<file path="src/core/pfs_pkg.sv">
// Shared constants for the programmable CPU frequency select block
package pfs_pkg;

  // ==========================================================================
  // Register offsets on the byte register port
  localparam logic [7:0] OFS_DIV_N = 8'h0D;
  localparam logic [7:0] OFS_DIV_M = 8'h0E;
  localparam logic [7:0] OFS_RSVD_A = 8'h0F;
  localparam logic [7:0] OFS_RSVD_B = 8'h10;
  localparam logic [7:0] OFS_RSVD_C = 8'h11;
  localparam logic [7:0] OFS_SEL_CTRL = 8'h12;

  // ==========================================================================
  // Field positions
  localparam int unsigned POS_PROG_EN = 7;
  localparam int unsigned POS_OVERRIDE = 7;
  localparam int unsigned POS_BUSY = 6;
  localparam int unsigned POS_RANGE_ERR = 5;

  // ==========================================================================
  // Reset values
  localparam logic [7:0] RST_DIV_N = 8'h00;
  localparam logic [7:0] RST_DIV_M = 8'h00;
  localparam logic [7:0] RST_RSVD_A = 8'h03;
  localparam logic [7:0] RST_RSVD_B = 8'h00;
  localparam logic [7:0] RST_RSVD_C = 8'h00;
  localparam logic [4:0] RST_SEL = 5'h00;
  localparam logic [4:0] RST_STRAP = 5'h00;

  // ==========================================================================
  // Frequency arithmetic; frequencies are carried in units of 10 Hz
  localparam logic [23:0] GEAR_10HZ = 24'h49_40E5;
  localparam logic [31:0] UNITS_PER_MHZ = 32'h0001_86A0;
  localparam logic [31:0] PROG_MIN_MHZ = 32'h0000_0032;
  localparam logic [31:0] PROG_MAX_MHZ = 32'h0000_00F8;
  localparam logic [31:0] PROG_MIN_10HZ = PROG_MIN_MHZ * UNITS_PER_MHZ;
  localparam logic [31:0] PROG_MAX_10HZ = PROG_MAX_MHZ * UNITS_PER_MHZ;
  // Table entries are in 0.1 MHz steps
  localparam logic [31:0] TABLE_SCALE = 32'h0000_2710;

  // ==========================================================================
  // Load engine states
  typedef enum logic [1:0] {
    PFS_IDLE,
    PFS_DIV_CPU,
    PFS_DIV_MID,
    PFS_DIV_PCI
  } pfs_state_t;

endpackage

</file>
<file path="src/core/pfs_sel_if.sv">
// Select code lookup carrier between the frequency core and its table
`timescale 1ns/10ps
interface pfs_sel_if;
  logic [4:0] code;
  logic [11:0] cpu;
  logic [11:0] mid;
  logic [11:0] pci;
  logic reserved;

  modport table_side (input code, output cpu, output mid, output pci, output reserved);
  modport user_side (output code, input cpu, input mid, input pci, input reserved);
endinterface

</file>
<file path="src/core/pfs_sel_decode.sv">
// Fixed 32-entry select code table (CPU, mid-speed group, PCI in 0.1 MHz)
`timescale 1ns/10ps
module pfs_sel_decode
  import pfs_pkg::*;
(
  // Lookup
  pfs_sel_if.table_side sel
);

  // ==========================================================================
  // Table lookup; reserved codes return zeros with the reserved flag
  function automatic logic [36:0] lookup(input logic [4:0] code);
    logic [36:0] r;
    r = {1'b0, 12'd0, 12'd0, 12'd0};
    case (code)
      5'h00: r = {1'b0, 12'd1560, 12'd780, 12'd390};
      5'h01: r = {1'b0, 12'd1540, 12'd770, 12'd385};
      5'h02: r = {1'b0, 12'd1520, 12'd760, 12'd380};
      5'h03: r = {1'b0, 12'd1470, 12'd735, 12'd368};
      5'h04: r = {1'b0, 12'd1440, 12'd720, 12'd360};
      5'h05: r = {1'b0, 12'd1420, 12'd710, 12'd355};
      5'h06: r = {1'b0, 12'd1380, 12'd690, 12'd345};
      5'h07: r = {1'b0, 12'd1360, 12'd680, 12'd340};
      5'h08: r = {1'b0, 12'd1240, 12'd620, 12'd310};
      5'h09: r = {1'b0, 12'd1220, 12'd610, 12'd305};
      5'h0A: r = {1'b0, 12'd1170, 12'd780, 12'd390};
      5'h0B: r = {1'b0, 12'd1150, 12'd767, 12'd383};
      5'h0C: r = {1'b0, 12'd1130, 12'd753, 12'd377};
      5'h0D: r = {1'b0, 12'd1080, 12'd720, 12'd360};
      5'h0E: r = {1'b0, 12'd1050, 12'd700, 12'd350};
      5'h0F: r = {1'b0, 12'd1020, 12'd680, 12'd340};
      5'h10, 5'h11, 5'h12: r = {1'b1, 12'd0, 12'd0, 12'd0};
      5'h13: r = {1'b0, 12'd2000, 12'd666, 12'd333};
      5'h14: r = {1'b0, 12'd1900, 12'd760, 12'd380};
      5'h15: r = {1'b0, 12'd1800, 12'd720, 12'd360};
      5'h16: r = {1'b0, 12'd1700, 12'd680, 12'd340};
      5'h17: r = {1'b0, 12'd1500, 12'd750, 12'd375};
      5'h18: r = {1'b0, 12'd1400, 12'd700, 12'd350};
      5'h19: r = {1'b0, 12'd1200, 12'd600, 12'd300};
      5'h1A: r = {1'b0, 12'd1100, 12'd733, 12'd333};
      5'h1B: r = {1'b0, 12'd666, 12'd666, 12'd333};
      5'h1C: r = {1'b0, 12'd2000, 12'd666, 12'd333};
      5'h1D: r = {1'b0, 12'd1666, 12'd666, 12'd333};
      5'h1E: r = {1'b0, 12'd1000, 12'd666, 12'd333};
      default: r = {1'b0, 12'd1333, 12'd666, 12'd333};
    endcase
    return r;
  endfunction

  // Every defined code shares one gear constant, so only the three 0.1 MHz frequencies live here
  assign {sel.reserved, sel.cpu, sel.mid, sel.pci} = lookup(sel.code); // see RULE8

endmodule

</file>
<file path="src/core/pfs_core.sv">
// Programmable CPU frequency select: control bytes, strap latch, load engine
//
// Contract
// RULE1 - With enable set, CPU frequency comes from the N and M divider values.
// RULE2 - A write to the M divider byte starts loading a new frequency.
// RULE3 - Output ratio comes from latched strap code, or select field under override.
// RULE4 - Enable sits in M byte bit 7, resets 0; 1 enables programming.
// RULE5 - N byte and M divider bits reset to zero.
// RULE6 - Host writes ones to reserved byte A bits 1:0; those reset to one.
// RULE7 - Reserved bytes B and C reset to zero and do nothing.
// RULE8 - Select code decodes through fixed table; codes 10000-10010 reserved.
// RULE9 - Programmed CPU frequency is accepted only within 50 to 248 MHz.
// RULE10 - With enable clear, frequency follows strap code or select field.
// RULE11 - Host should update N and M in one transfer to skip intermediates; the host model writes N then M as two byte writes.
// RULE12 - Programmed CPU frequency is gear constant times N divided by M.
`timescale 1ns/10ps
module pfs_core
  import pfs_pkg::*;
#(
  parameter int unsigned DIV_W = 40
) (
  // Clock and reset
  input wire logic clk_sys_i,
  input wire logic nrst_i,
  // Register byte port
  input wire logic [7:0] reg_addr_i,
  input wire logic [7:0] reg_wdata_i,
  input wire logic reg_wr_i,
  input wire logic reg_rd_i,
  output logic [7:0] reg_rdata_o,
  output logic reg_rvalid_o,
  // Strap inputs
  input wire logic [4:0] strap_code_i,
  // Frequency outputs, 10 Hz units
  output logic [31:0] cpu_freq_o,
  output logic [31:0] mid_freq_o,
  output logic [31:0] pci_freq_o,
  output logic [23:0] gear_const_o,
  // Status
  output logic [4:0] active_code_o,
  output logic prog_active_o,
  output logic code_reserved_o,
  output logic load_busy_o,
  output logic range_error_o,
  output logic freq_update_o
);

  // ==========================================================================
  // Parameter check: dividend must hold CPU result times a table entry
  if (DIV_W < 38) begin : g_bad_width
    $error("pfs_core: DIV_W must be at least 38");
  end

  // ==========================================================================
  // Register state
  logic [7:0] div_n, next_div_n;
  logic [6:0] div_m, next_div_m;
  logic prog_en, next_prog_en;
  logic [7:0] rsvd_a, next_rsvd_a;
  logic [7:0] rsvd_b, next_rsvd_b;
  logic [7:0] rsvd_c, next_rsvd_c;
  logic strap_override, next_strap_override;
  logic [4:0] sel_code, next_sel_code;
  logic [4:0] latched_strap_code, next_latched_strap_code;
  logic strap_taken, next_strap_taken;
  logic [7:0] next_rdata;
  logic m_written;

  // ==========================================================================
  // Load engine and output state
  pfs_state_t state, next_state;
  logic [5:0] step, next_step;
  logic [DIV_W-1:0] quot, next_quot;
  logic [12:0] rem, next_rem;
  logic [11:0] dvsr, next_dvsr;
  logic [31:0] cand_cpu, next_cand_cpu;
  logic [31:0] cand_mid, next_cand_mid;
  logic [31:0] prog_cpu, next_prog_cpu;
  logic [31:0] prog_mid, next_prog_mid;
  logic [31:0] prog_pci, next_prog_pci;
  logic prog_valid, next_prog_valid;
  logic next_range_error;
  logic next_freq_update;
  logic [31:0] next_cpu_freq, next_mid_freq, next_pci_freq;
  logic [23:0] next_gear;
  logic [13:0] trial;
  logic [13:0] trial_sub;
  logic [DIV_W-1:0] shifted;

  // Table lookup of the active code
  pfs_sel_if sel_bus ();
  pfs_sel_decode u_decode (
    .sel(sel_bus)
  );

  // Override picks the programmed select field over the strap code
  assign sel_bus.code = strap_override ? sel_code : latched_strap_code; // see RULE3 see RULE10

  // Table entry scaled from 0.1 MHz to 10 Hz
  function automatic logic [31:0] to_10hz(input logic [11:0] tenths);
    return 32'(tenths) * TABLE_SCALE;
  endfunction

  // Reading a register as the bus sees it
  function automatic logic [7:0] read_reg(input logic [7:0] addr, input logic [7:0] n,
                                          input logic [7:0] m, input logic [7:0] a,
                                          input logic [7:0] b, input logic [7:0] c,
                                          input logic [7:0] ctrl);
    logic [7:0] d;
    d = 8'h00;
    if (addr == OFS_DIV_N) begin
      d = n;
    end else if (addr == OFS_DIV_M) begin
      d = m;
    end else if (addr == OFS_RSVD_A) begin
      d = a;
    end else if (addr == OFS_RSVD_B) begin
      d = b;
    end else if (addr == OFS_RSVD_C) begin
      d = c;
    end else if (addr == OFS_SEL_CTRL) begin
      d = ctrl;
    end
    return d;
  endfunction

  // ==========================================================================
  // Register file next values
  always_comb begin
    next_div_n = div_n;
    next_div_m = div_m;
    next_prog_en = prog_en;
    next_rsvd_a = rsvd_a;
    next_rsvd_b = rsvd_b;
    next_rsvd_c = rsvd_c;
    next_strap_override = strap_override;
    next_sel_code = sel_code;
    m_written = 1'b0;
    // Straps are caught once, on the first edge after reset release
    next_strap_taken = 1'b1;
    next_latched_strap_code = strap_taken ? latched_strap_code : strap_code_i;
    if (reg_wr_i) begin
      if (reg_addr_i == OFS_DIV_N) begin
        next_div_n = reg_wdata_i;
      end else if (reg_addr_i == OFS_DIV_M) begin
        next_prog_en = reg_wdata_i[POS_PROG_EN]; // see RULE4
        next_div_m = reg_wdata_i[6:0];
        m_written = 1'b1;
      end else if (reg_addr_i == OFS_RSVD_A) begin
        // Stored only; host is expected to keep bits 1:0 at one
        next_rsvd_a = reg_wdata_i; // see RULE6
      end else if (reg_addr_i == OFS_RSVD_B) begin
        next_rsvd_b = reg_wdata_i; // see RULE7
      end else if (reg_addr_i == OFS_RSVD_C) begin
        next_rsvd_c = reg_wdata_i; // see RULE7
      end else if (reg_addr_i == OFS_SEL_CTRL) begin
        next_strap_override = reg_wdata_i[POS_OVERRIDE];
        next_sel_code = reg_wdata_i[4:0];
      end
    end
    next_rdata = reg_rd_i ? read_reg(reg_addr_i, div_n, {prog_en, div_m}, rsvd_a, rsvd_b,
                                     rsvd_c, {strap_override, load_busy_o, range_error_o,
                                     sel_code}) : reg_rdata_o;
  end

  // Register file flops
  always_ff @(posedge clk_sys_i or negedge nrst_i) begin
    if (!nrst_i) begin
      div_n <= RST_DIV_N; // see RULE5
      div_m <= RST_DIV_M[6:0]; // see RULE5
      prog_en <= RST_DIV_M[POS_PROG_EN]; // see RULE4
      rsvd_a <= RST_RSVD_A; // see RULE6
      rsvd_b <= RST_RSVD_B; // see RULE7
      rsvd_c <= RST_RSVD_C; // see RULE7
      strap_override <= 1'b0;
      sel_code <= RST_SEL;
      latched_strap_code <= RST_STRAP;
      strap_taken <= 1'b0;
      reg_rdata_o <= 8'h00;
      reg_rvalid_o <= 1'b0;
    end else begin
      div_n <= next_div_n;
      div_m <= next_div_m;
      prog_en <= next_prog_en;
      rsvd_a <= next_rsvd_a;
      rsvd_b <= next_rsvd_b;
      rsvd_c <= next_rsvd_c;
      strap_override <= next_strap_override;
      sel_code <= next_sel_code;
      latched_strap_code <= next_latched_strap_code;
      strap_taken <= next_strap_taken;
      reg_rdata_o <= next_rdata;
      reg_rvalid_o <= reg_rd_i;
    end
  end

  // ==========================================================================
  // Restoring divider step shared by the three divisions
  assign shifted = {quot[DIV_W-2:0], 1'b0};
  assign trial = {rem, quot[DIV_W-1]};
  assign trial_sub = trial - {2'b00, dvsr};

  // Load engine: CPU = G*N/M, then mid and PCI keep the table ratio
  always_comb begin
    next_state = state;
    next_step = step;
    next_quot = quot;
    next_rem = rem;
    next_dvsr = dvsr;
    next_cand_cpu = cand_cpu;
    next_cand_mid = cand_mid;
    next_prog_cpu = prog_cpu;
    next_prog_mid = prog_mid;
    next_prog_pci = prog_pci;
    next_prog_valid = prog_valid && prog_en;
    next_range_error = range_error_o;
    next_freq_update = 1'b0;
    if (state != PFS_IDLE) begin
      next_quot = {shifted[DIV_W-1:1], ~trial_sub[13]};
      next_rem = trial_sub[13] ? trial[12:0] : trial_sub[12:0];
      next_step = step - 6'd1;
    end
    case (state)
      PFS_IDLE: begin
      end
      PFS_DIV_CPU: begin
        if (step == 6'd1) begin
          next_cand_cpu = next_quot[31:0];
          // Out-of-range results are dropped and the old frequency stays
          if (next_quot >= DIV_W'(PROG_MIN_10HZ) && next_quot <= DIV_W'(PROG_MAX_10HZ) &&
              !sel_bus.reserved) begin // see RULE9
            next_state = PFS_DIV_MID;
            next_quot = DIV_W'(next_quot[24:0]) * DIV_W'(sel_bus.mid);
            next_rem = 13'd0;
            next_dvsr = sel_bus.cpu;
            next_step = 6'(DIV_W);
          end else begin
            next_state = PFS_IDLE;
            next_range_error = 1'b1;
          end
        end
      end
      PFS_DIV_MID: begin
        if (step == 6'd1) begin
          next_cand_mid = next_quot[31:0];
          next_state = PFS_DIV_PCI;
          next_quot = DIV_W'(cand_cpu[24:0]) * DIV_W'(sel_bus.pci);
          next_rem = 13'd0;
          next_step = 6'(DIV_W);
        end
      end
      default: begin
        if (step == 6'd1) begin
          next_prog_cpu = cand_cpu;
          next_prog_mid = cand_mid;
          next_prog_pci = next_quot[31:0];
          next_prog_valid = 1'b1;
          next_freq_update = 1'b1;
          next_state = PFS_IDLE;
        end
      end
    endcase
    // A new nonzero M value restarts the load, even one in progress; a zero M stops it
    if (m_written) begin // see RULE2
      if (next_div_m == 7'd0) begin
        next_state = PFS_IDLE;
        next_range_error = 1'b1;
      end else begin
        next_state = PFS_DIV_CPU;
        next_quot = DIV_W'(GEAR_10HZ) * DIV_W'(next_div_n); // see RULE12
        next_rem = 13'd0;
        next_dvsr = {5'd0, next_div_m}; // see RULE12
        next_step = 6'(DIV_W);
        next_range_error = 1'b0;
      end
    end
    // Output selection; a reserved code in table mode holds the last outputs
    next_cpu_freq = cpu_freq_o;
    next_mid_freq = mid_freq_o;
    next_pci_freq = pci_freq_o;
    next_gear = gear_const_o;
    if (prog_en) begin
      if (prog_valid) begin
        next_cpu_freq = prog_cpu; // see RULE1
        next_mid_freq = prog_mid; // see RULE3
        next_pci_freq = prog_pci;
        next_gear = GEAR_10HZ;
      end
    end else if (!sel_bus.reserved) begin
      next_cpu_freq = to_10hz(sel_bus.cpu); // see RULE10 see RULE8
      next_mid_freq = to_10hz(sel_bus.mid);
      next_pci_freq = to_10hz(sel_bus.pci);
      next_gear = GEAR_10HZ;
    end
  end

  // Load engine and output flops
  always_ff @(posedge clk_sys_i or negedge nrst_i) begin
    if (!nrst_i) begin
      state <= PFS_IDLE;
      step <= 6'd0;
      quot <= '0;
      rem <= 13'd0;
      dvsr <= 12'd0;
      cand_cpu <= 32'd0;
      cand_mid <= 32'd0;
      prog_cpu <= 32'd0;
      prog_mid <= 32'd0;
      prog_pci <= 32'd0;
      prog_valid <= 1'b0;
      range_error_o <= 1'b0;
      freq_update_o <= 1'b0;
      cpu_freq_o <= 32'd0;
      mid_freq_o <= 32'd0;
      pci_freq_o <= 32'd0;
      gear_const_o <= 24'd0;
    end else begin
      state <= next_state;
      step <= next_step;
      quot <= next_quot;
      rem <= next_rem;
      dvsr <= next_dvsr;
      cand_cpu <= next_cand_cpu;
      cand_mid <= next_cand_mid;
      prog_cpu <= next_prog_cpu;
      prog_mid <= next_prog_mid;
      prog_pci <= next_prog_pci;
      prog_valid <= next_prog_valid;
      range_error_o <= next_range_error;
      freq_update_o <= next_freq_update;
      cpu_freq_o <= next_cpu_freq;
      mid_freq_o <= next_mid_freq;
      pci_freq_o <= next_pci_freq;
      gear_const_o <= next_gear;
    end
  end

  // Status straight from state
  assign active_code_o = sel_bus.code;
  assign code_reserved_o = sel_bus.reserved;
  assign prog_active_o = prog_en && prog_valid;
  assign load_busy_o = (state != PFS_IDLE);

endmodule

</file>
<file path="config.mk">
export PLATFORM = sky130hd
export DESIGN_NAME = pfs_core
export DESIGN_NICKNAME = d
export VERILOG_FILES = /design/src/core/pfs_pkg.sv /design/src/core/pfs_sel_if.sv /design/src/core/pfs_sel_decode.sv /design/src/core/pfs_core.sv
export SDC_FILE = /design/constraint.sdc
export NUM_CORES = 2
export LEC_CHECK = 0
export BUFFER_PORTS_ARGS = -buffer_cell sky130_fd_sc_hd__buf_2
export CAP_MARGIN = 10
export CORE_ASPECT_RATIO = 0.5
export CORE_MARGIN = 10
export CORE_UTILIZATION = 60
export CTS_CLUSTER_SIZE = 16
export DETAILED_ROUTE_END_ITERATION = 6
export GPL_TIMING_DRIVEN = 0
export PLACE_DENSITY = 0.8
export SLEW_MARGIN = 10
export SYNTH_ARGS = -nofsm -noshare
export SYNTH_HDL_FRONTEND = slang
export SYNTH_HIERARCHICAL = 1
export SYNTH_SLANG_ARGS = --single-unit
export TNS_END_PERCENT = 1
</file>
<file path="constraint.sdc">
create_clock -name clk_sys_i -period 8.6 [get_ports clk_sys_i]
set_clock_uncertainty 0.15 [all_clocks]
set_input_delay 0.86 -clock clk_sys_i [delete_from_list [all_inputs] [get_ports clk_sys_i]]
set_output_delay 0.86 -clock clk_sys_i [all_outputs]
set_load 0.01 [all_outputs]
</file>
Word-level counts from Yosys, hierarchy flattened
Memory sizes are Yosys's and may differ from the RTL's.
Index checks and enable logic that the tools add are counted.
W data, S select, Z words.

word-level totals
  register bits = 417
  ROM bits = 992
  input port bits = 25
  output and inout port bits = 139
  word-level logic and storage cells = 151
  memories kept = 1

cells by class
  add/sub/neg operators = 2
  multiply operators = 6
  order comparisons = 2
  equality and inequality tests = 13
  multiplexer cells = 70
  bitwise operators = 7
  reductions and logical operators = 21

memories
  memory           depth  bits a word  read ports  clocked after Yosys merged registers in  wr ports  line                  source
  (no name shown)  32     31           1           0                                        0         pfs_sel_decode.sv:15  case (code)

operators with widths
  cell                      count
  $mux W32                  9
  $mux W40                  6
  $mux W13                  7
  $pmux W40 S2              1
  $mul A25 B12 Y37          2
  $mux W24                  3
  $mul A12 B10 Y22 const B  3
  $mux W8                   8
  $mux W12                  5
  $ge A40 B23 Y1 const B    1
  $le A40 B25 Y1 const B    1
  $mux W6                   6
  $mul A23 B8 Y31 const A   1
  $pmux W13 S2              1
  $eq A8 B4 Y1 const B      3
  $eq A8 B5 Y1 const B      3
  $mux W7                   3
  $sub A14 B12 Y14          1
  $mux W1                   13
  $pmux W6 S2               1
  $mux W2                   5
  $reduce_and A2 Y1         5
  $logic_not A7 Y1          1
  $not A1 Y1                7
  18 further kinds          25

Longest topological paths before layout
  depth in word-level cells = 11
  depth in mapped cells = 33
  gate-level depth less buffers = 29

By module
The synthesis kept the hierarchy.

modules (own cells, without submodules)
  module          instances  cells an instance  area each (sq um)  seq. area each (sq um)
  pfs_core        1          4811               44670.3            9862.0
  pfs_sel_decode  1          177                1159.9             0.0

Least setup slack after synthesis
Ideal clock, no wire load.

  kind = reg2reg
  start = register strap_override
  end = register quot[35]
  setup time = 0.064 ns
  data arrival time = 7.672 ns
  required time = 8.386 ns
  path slack = 0.714 ns
  cell stages (with the launch flop) = 31
  path buffers = 5
  period minus slack after synthesis = 7.886 ns
  cell sequence = dfrtp_1 -> clkbuf_1 -> mux2_2 -> buf_2 -> inv_1 -> ha_1 -> buf_2 -> nand2_1 -> a21o_1 -> a21oi_1 -> clkbuf_1 -> clkbuf_1 -> nand2_1 -> fa_1 -> fa_1 -> inv_1 -> fa_1 -> inv_1 -> fa_1 -> fa_1 -> inv_1 -> ha_1 -> and4_1 -> and3_1 -> and3_1 -> o311ai_2 -> and3_1 -> o221ai_1 -> or3_1 -> a31oi_1 -> a21o_1

between the ends
  elaborated cells on any way between the ends = 12
  classes of those cells = 2 x mul; 7 x mux; 2 x reduce/logical; 1 x memory

RTL lines
  what                        line             source
  start, declared             pfs_core.sv:62   logic strap_override, next_strap_override;
  start signal, assigned      pfs_core.sv:188  strap_override <= next_strap_override;
  $mux W5 (*)                 pfs_core.sv:97   assign sel_bus.code = strap_override ? sel_code : latched_strap_code;
  named net active_code_o[0]  pfs_core.sv:40   output logic [4:0] active_code_o,
  $mem_v2 Z32 W31 (*)         n/a
  named net sel_bus.mid[5]    pfs_sel_if.sv:6  logic [11:0] mid;
  $mul A25 B12 Y37 (*)        pfs_core.sv:233  next_quot = DIV_W'(next_quot[24:0]) * DIV_W'(sel_bus.mid);
  $mux W40 (*)                pfs_core.sv:230  if (next_quot >= DIV_W'(PROG_MIN_10HZ) && next_quot <= DIV_W'(PROG_MAX_10HZ) &&
  $mux W40 (*)                pfs_core.sv:227  if (step == 6'd1) begin
  $pmux W40 S2 (*)            pfs_core.sv:223  case (state)
  $mux W40                    pfs_core.sv:265  if (next_div_m == 7'd0) begin
  $mux W40 (*)                pfs_core.sv:264  if (m_written) begin
  named net next_quot[35]     pfs_core.sv:73   logic [DIV_W-1:0] quot, next_quot;
  end signal, assigned        pfs_core.sv:320  quot <= next_quot;
  end, declared               pfs_core.sv:73

Mark *: on every way through the listed nets, which the timed path passes. The rest lies on a longest branch.
A chain may end at the register's enable or synchronous reset.

Worst setup path in the final report
  start = register strap_override
  end = register quot[23]

between the ends
  elaborated cells on any way between the ends = 12
  classes of those cells = 2 x mul; 7 x mux; 2 x reduce/logical; 1 x memory

RTL lines
  what                      line
  $mux W5 (*)               pfs_core.sv:97
  $mem_v2 Z32 W31 (*)       n/a
  named net sel_bus.mid[7]  pfs_sel_if.sv:6
  $mul A25 B12 Y37 (*)      pfs_core.sv:233
  $mux W40 (*)              pfs_core.sv:230
  $mux W40 (*)              pfs_core.sv:227
  $pmux W40 S2 (*)          pfs_core.sv:223
  $mux W40                  pfs_core.sv:265
  $mux W40 (*)              pfs_core.sv:264
  named net next_quot[23]   pfs_core.sv:73

Marks and branches as above.

==> flow_summary.rst <==
.. list-table::
   :header-rows: 1

   * - Metric
     - Value
   * - XOR/XNOR share of the synthesized area
     - 2.252%
   * - Share of post-route cells with drive strength above 1
     - approximately 12%
   * - Final net count
     - roughly 6200
   * - DRC
     - 0
   * - Warnings, synthesis
     - 6
   * - Crit-path max FO
     - 12
   * - Fin crit period
     - between 8 and 9 ns
   * - Peak Freq
     - 0.1160 GHz
   * - Deepest level of the CTS H-tree
     - 2
   * - Reg2Reg Launch Point
     - strap_override
   * - GR Overflow Total
     - 0
   * - Overall die width
     - approximately 400 um
   * - Mux share of post-synthesis cell area
     - under 10%
   * - Final critical-path setup slack
     - -0.02374 ns
   * - Combinational family with the most area after synthesis
     - adder cells
   * - Top-Level Pins
     - 164
   * - Wire length per cell
     - between 20 and 30 um
   * - Synth top area share
     - approximately a quarter
   * - Fin. max-slew vios
     - 0
   * - Most used standard cell by instance count after synthesis
     - sky130_fd_sc_hd__inv_1
   * - Setup repair after global routing missed its margin
     - true
   * - Vias in the first global route
     - slightly below 40000
   * - Die Outline Area
     - approximately 0.09 mm2
   * - Period utilisation layout
     - 100.3%
   * - Routability-driven placement congestion ratio
     - between 1 and 1.5
   * - Element type at the critical path end
     - flip-flop
   * - Layout Area Growth over Synthesis
     - 10.00%
   * - Setup slack of the most critical reg-to-reg path
     - -0.02 ns
   * - Sink Count
     - 394
   * - Max incr delay on CP
     - between 0.5 and 0.6 ns
   * - Half-perimeter wire length after placement
     - roughly 130000 um
   * - Area share of fa/ha/maj cells after synthesis
     - between 30% and 40%
   * - Overall via count from detail_route
     - 39070
   * - Share of synthesized flip-flops with an asynchronous set or reset
     - 100.0%
   * - Area fraction in and, or, nand and nor cells after synthesis
     - between 10% and 20%
   * - Count of input and output buffers
     - roughly 150
   * - Global-route met2 utilization
     - 52.13%
   * - Vertical extent of the die
     - around 220 um
   * - Root cell of the clock tree
     - sky130_fd_sc_hd__clkbuf_16
   * - Hold WC Path Type
     - input pin to async pin
   * - Worst path bufs/invs
     - 7
   * - TritonCTS clock tree
     - yes
   * - Routing usage on met1
     - 48.49%
   * - Starting density of the core
     - about three fifths
   * - Count of mapped cells out of synthesis
     - 4988
   * - Clock insertion delay at the later pin of the skew report
     - just over 0.6 ns
   * - Summed instance area of the synthesized netlist
     - approximately 0.046 mm2
   * - Cell type with the highest occurrence count on the critical path
     - sky130_fd_sc_hd__fa_1
   * - Post-Syn Area per Cell
     - around 9.2 um2
   * - Number of hold-slack violations in the final timing report
     - 0
   * - CP required
     - approximately 8.9 ns
   * - Worst R2R Path Depth
     - 27
   * - Bufs on Longest Clock Path
     - 3
   * - Post-route non-filler standard cell count
     - about 6300
   * - Share of the synthesized area in compound gates (AO/OA/AOI/OAI)
     - ~12%
   * - Top cell type by total area after synthesis
     - sky130_fd_sc_hd__fa_1
   * - Slowest cell on the critical path
     - sky130_fd_sc_hd__buf_1
   * - Layer with the highest usage
     - met2
   * - Total of flip-flops plus latches after synthesis
     - between 300 and 400
   * - Number of max-capacitance violations reported
     - 0
   * - EDFF count, synth
     - 0
   * - Std cell rows
     - between 70 and 80
   * - Number of nets still failing antenna checks after routing
     - 0
   * - Number of CTS-inserted buffers
     - 40
   * - Global routing met3 resource utilization
     - about an eighth
   * - Top cells by count, synth
     - 738 x sky130_fd_sc_hd__inv_1, 733 x sky130_fd_sc_hd__nand2_1, 550 x sky130_fd_sc_hd__fa_1
   * - Sequential cell area fraction in the yosys report
     - 21.52%
   * - Iteration count of the initial detailed-routing pass
     - 6
   * - Largest delay contributor family on the critical path
     - adder cells
   * - Vias per cell
     - a little over 6
   * - Largest net degree at the start of global routing
     - ~110
   * - Global router's overall resource usage
     - 35.46%
   * - Setup violation total in the final timing report
     - 1
   * - Total length of routed wires
     - 159100 um
   * - CP Launch Type
     - flip-flop
   * - Number of DRC violations after detailed-routing iteration 0
     - roughly 5000
   * - Relative max-transition margin
     - approximately an eighth
   * - CTS clk-pin slew, worst paths
     - roughly 0.070 ns
   * - Class of the most critical setup path
     - flip-flop to flip-flop
   * - Crit path arrival time
     - 8.93 ns
   * - Worst slew pin tran
     - between 1 and 1.5 ns
   * - Cell count after placement
     - roughly 6200
   * - Run status
     - finished with violations
   * - Core box area
     - about 0.075 mm2
   * - Number of antenna violations at the first check in global routing
     - 13
   * - Top post-synthesis cells by area
     - sky130_fd_sc_hd__fa_1 24%, sky130_fd_sc_hd__dfrtp_1 21%, sky130_fd_sc_hd__ha_1 12%
   * - Distinct cell type count of the synthesized netlist
     - between 100 and 150
   * - Failing checks
     - setup timing
   * - Sum of negative setup slack
     - -0.02374 ns
   * - RR Endpoint
     - quot[23]
   * - Global-route wire length before repair
     - 240100 um
   * - Dominant register cell in the synthesized netlist
     - sky130_fd_sc_hd__dfrtp_1
   * - Critical path depth in cells
     - 27
sequential cells by signal (all words and copies together) (netlist names), 32 cells and up:
register,flops
mid_freq_o,32
cpu_freq_o,32
cand_cpu,32
quot,40
prog_pci,32
prog_mid,32
pci_freq_o,32
prog_cpu,32
cand_mid,32
routing by layer:
metal | up-vias | wire [um]
li1 | 16720 | -
met1 | 19590 | 63530
met2 | 2338 | 67560
met3 | 410 | 21400
met4 | 6 | 6570
met5 | - | 73
worst max-delay path by stage:
stage / slack, ns / startpoint / endpoint
after global routing: -0.06 / strap_override / quot[23]
after global placement: -2.20 / strap_override / quot[22]
final: -0.02 / strap_override / quot[23]
after detailed placement: -1.84 / strap_override / quot[35]
after CTS: 0.003 / strap_override / quot[35]
after floorplan: 0.71 / strap_override / quot[35]
worst register-to-register path: stages, from the launching register on:
cell and delay, ns:
sky130_fd_sc_hd__dfrtp_2 0.49, sky130_fd_sc_hd__mux2_2 0.32, sky130_fd_sc_hd__buf_2 0.26, sky130_fd_sc_hd__buf_1 0.55, sky130_fd_sc_hd__a32oi_1 0.23, sky130_fd_sc_hd__nor2_2 0.20, sky130_fd_sc_hd__a21oi_4 0.08, sky130_fd_sc_hd__buf_6 0.21
sky130_fd_sc_hd__clkbuf_2 0.28, sky130_fd_sc_hd__and2_1 0.24, sky130_fd_sc_hd__fa_1 0.53, sky130_fd_sc_hd__inv_1 0.06, sky130_fd_sc_hd__fa_1 0.52, sky130_fd_sc_hd__fa_1 0.52, sky130_fd_sc_hd__fa_1 0.51, sky130_fd_sc_hd__inv_1 0.05
sky130_fd_sc_hd__fa_1 0.53, sky130_fd_sc_hd__ha_2 0.35, sky130_fd_sc_hd__a21o_1 0.17, sky130_fd_sc_hd__a21o_1 0.16, sky130_fd_sc_hd__a21oi_1 0.28, sky130_fd_sc_hd__o211ai_1 0.14, sky130_fd_sc_hd__buf_4 0.17, sky130_fd_sc_hd__a311oi_1 0.30
sky130_fd_sc_hd__xor2_1 0.47, sky130_fd_sc_hd__o22ai_1 0.20, sky130_fd_sc_hd__a221oi_2 0.40, sky130_fd_sc_hd__a21oi_1 0.08
placed cells by master, fill, tap and decap left out, drive strengths merged, types with 8 or more instances in the layout:
cell and count:
a211oi 49, a21boi 12, a21o 64, a21oi 212
a221oi 23, a22o 32, a22oi 23, a31oi 26
and2 146, and3 23, buf 275, clkbuf 251
clkinv 15, conb 22, dfrtp 392, fa 550
ha 423, inv 740, mux2 139, mux2i 119
nand2 733, nand2b 28, nand3 34, nand4 12
nor2 198, nor2b 22, nor3 52, nor3b 8
nor4 10, o211ai 30, o21a 19, o21ai 257
o21bai 17, o22ai 10, o31ai 14, or2 12
or3 25, xnor2 66, xor2 51
metrics by stage:
| stage | area (um2) | setup slack, ns | hold slack [ns] | utilization (%) |
|---|---|---|---|---|
| 3_5_place_dp | 48240 | -1.844 | 0.3149 | 63.96 |
| 5_1_grt | 50400 | -0.06431 | 0.1971 | 66.82 |
| 3_3_place_gp | 47910 | -2.203 | 0.3063 | 63.52 |
| 6_report | 50410 | -0.02374 | 0.1439 | 66.84 |
| 4_1_cts | 50050 | 0.003118 | 0.1746 | 66.36 |
| 2_1_floorplan | 45900 | 0.7138 | 0.2913 | - |
kinds of logic (layout without fill, tap and decap cells):
kind of cell,Yosys count,in the layout
buf+inv,1037,1290
mux,262,262
compound gates,874,874
fa+ha+maj,973,973
xor+xnor,117,117
other cells,3,29
simple gates,1328,1328
flops,394,394
final cells by class:
cell class                 count  area, um2
fill                        6043      25010
clock inverter                22      301.5
inverter                     742       2794
tap                         1022       1279
buffer                       292       1480
clock buffer                  50       1089
antenna                        7      17.52
timing repair buffer         184       1145
sequential                   394       9863
multi-input combinational   3576      32440
repair_timing:
item,CTS,global route
hold buffers,0,0
gates resized for setup,117,94
endpoints found under the setup margin,31,25
setup buffers,8,15
pin swaps,5,7
Power is left out: the tool's default activity adds up to more than one toggle a clock period on the data nets, which glitch-free logic cannot reach.
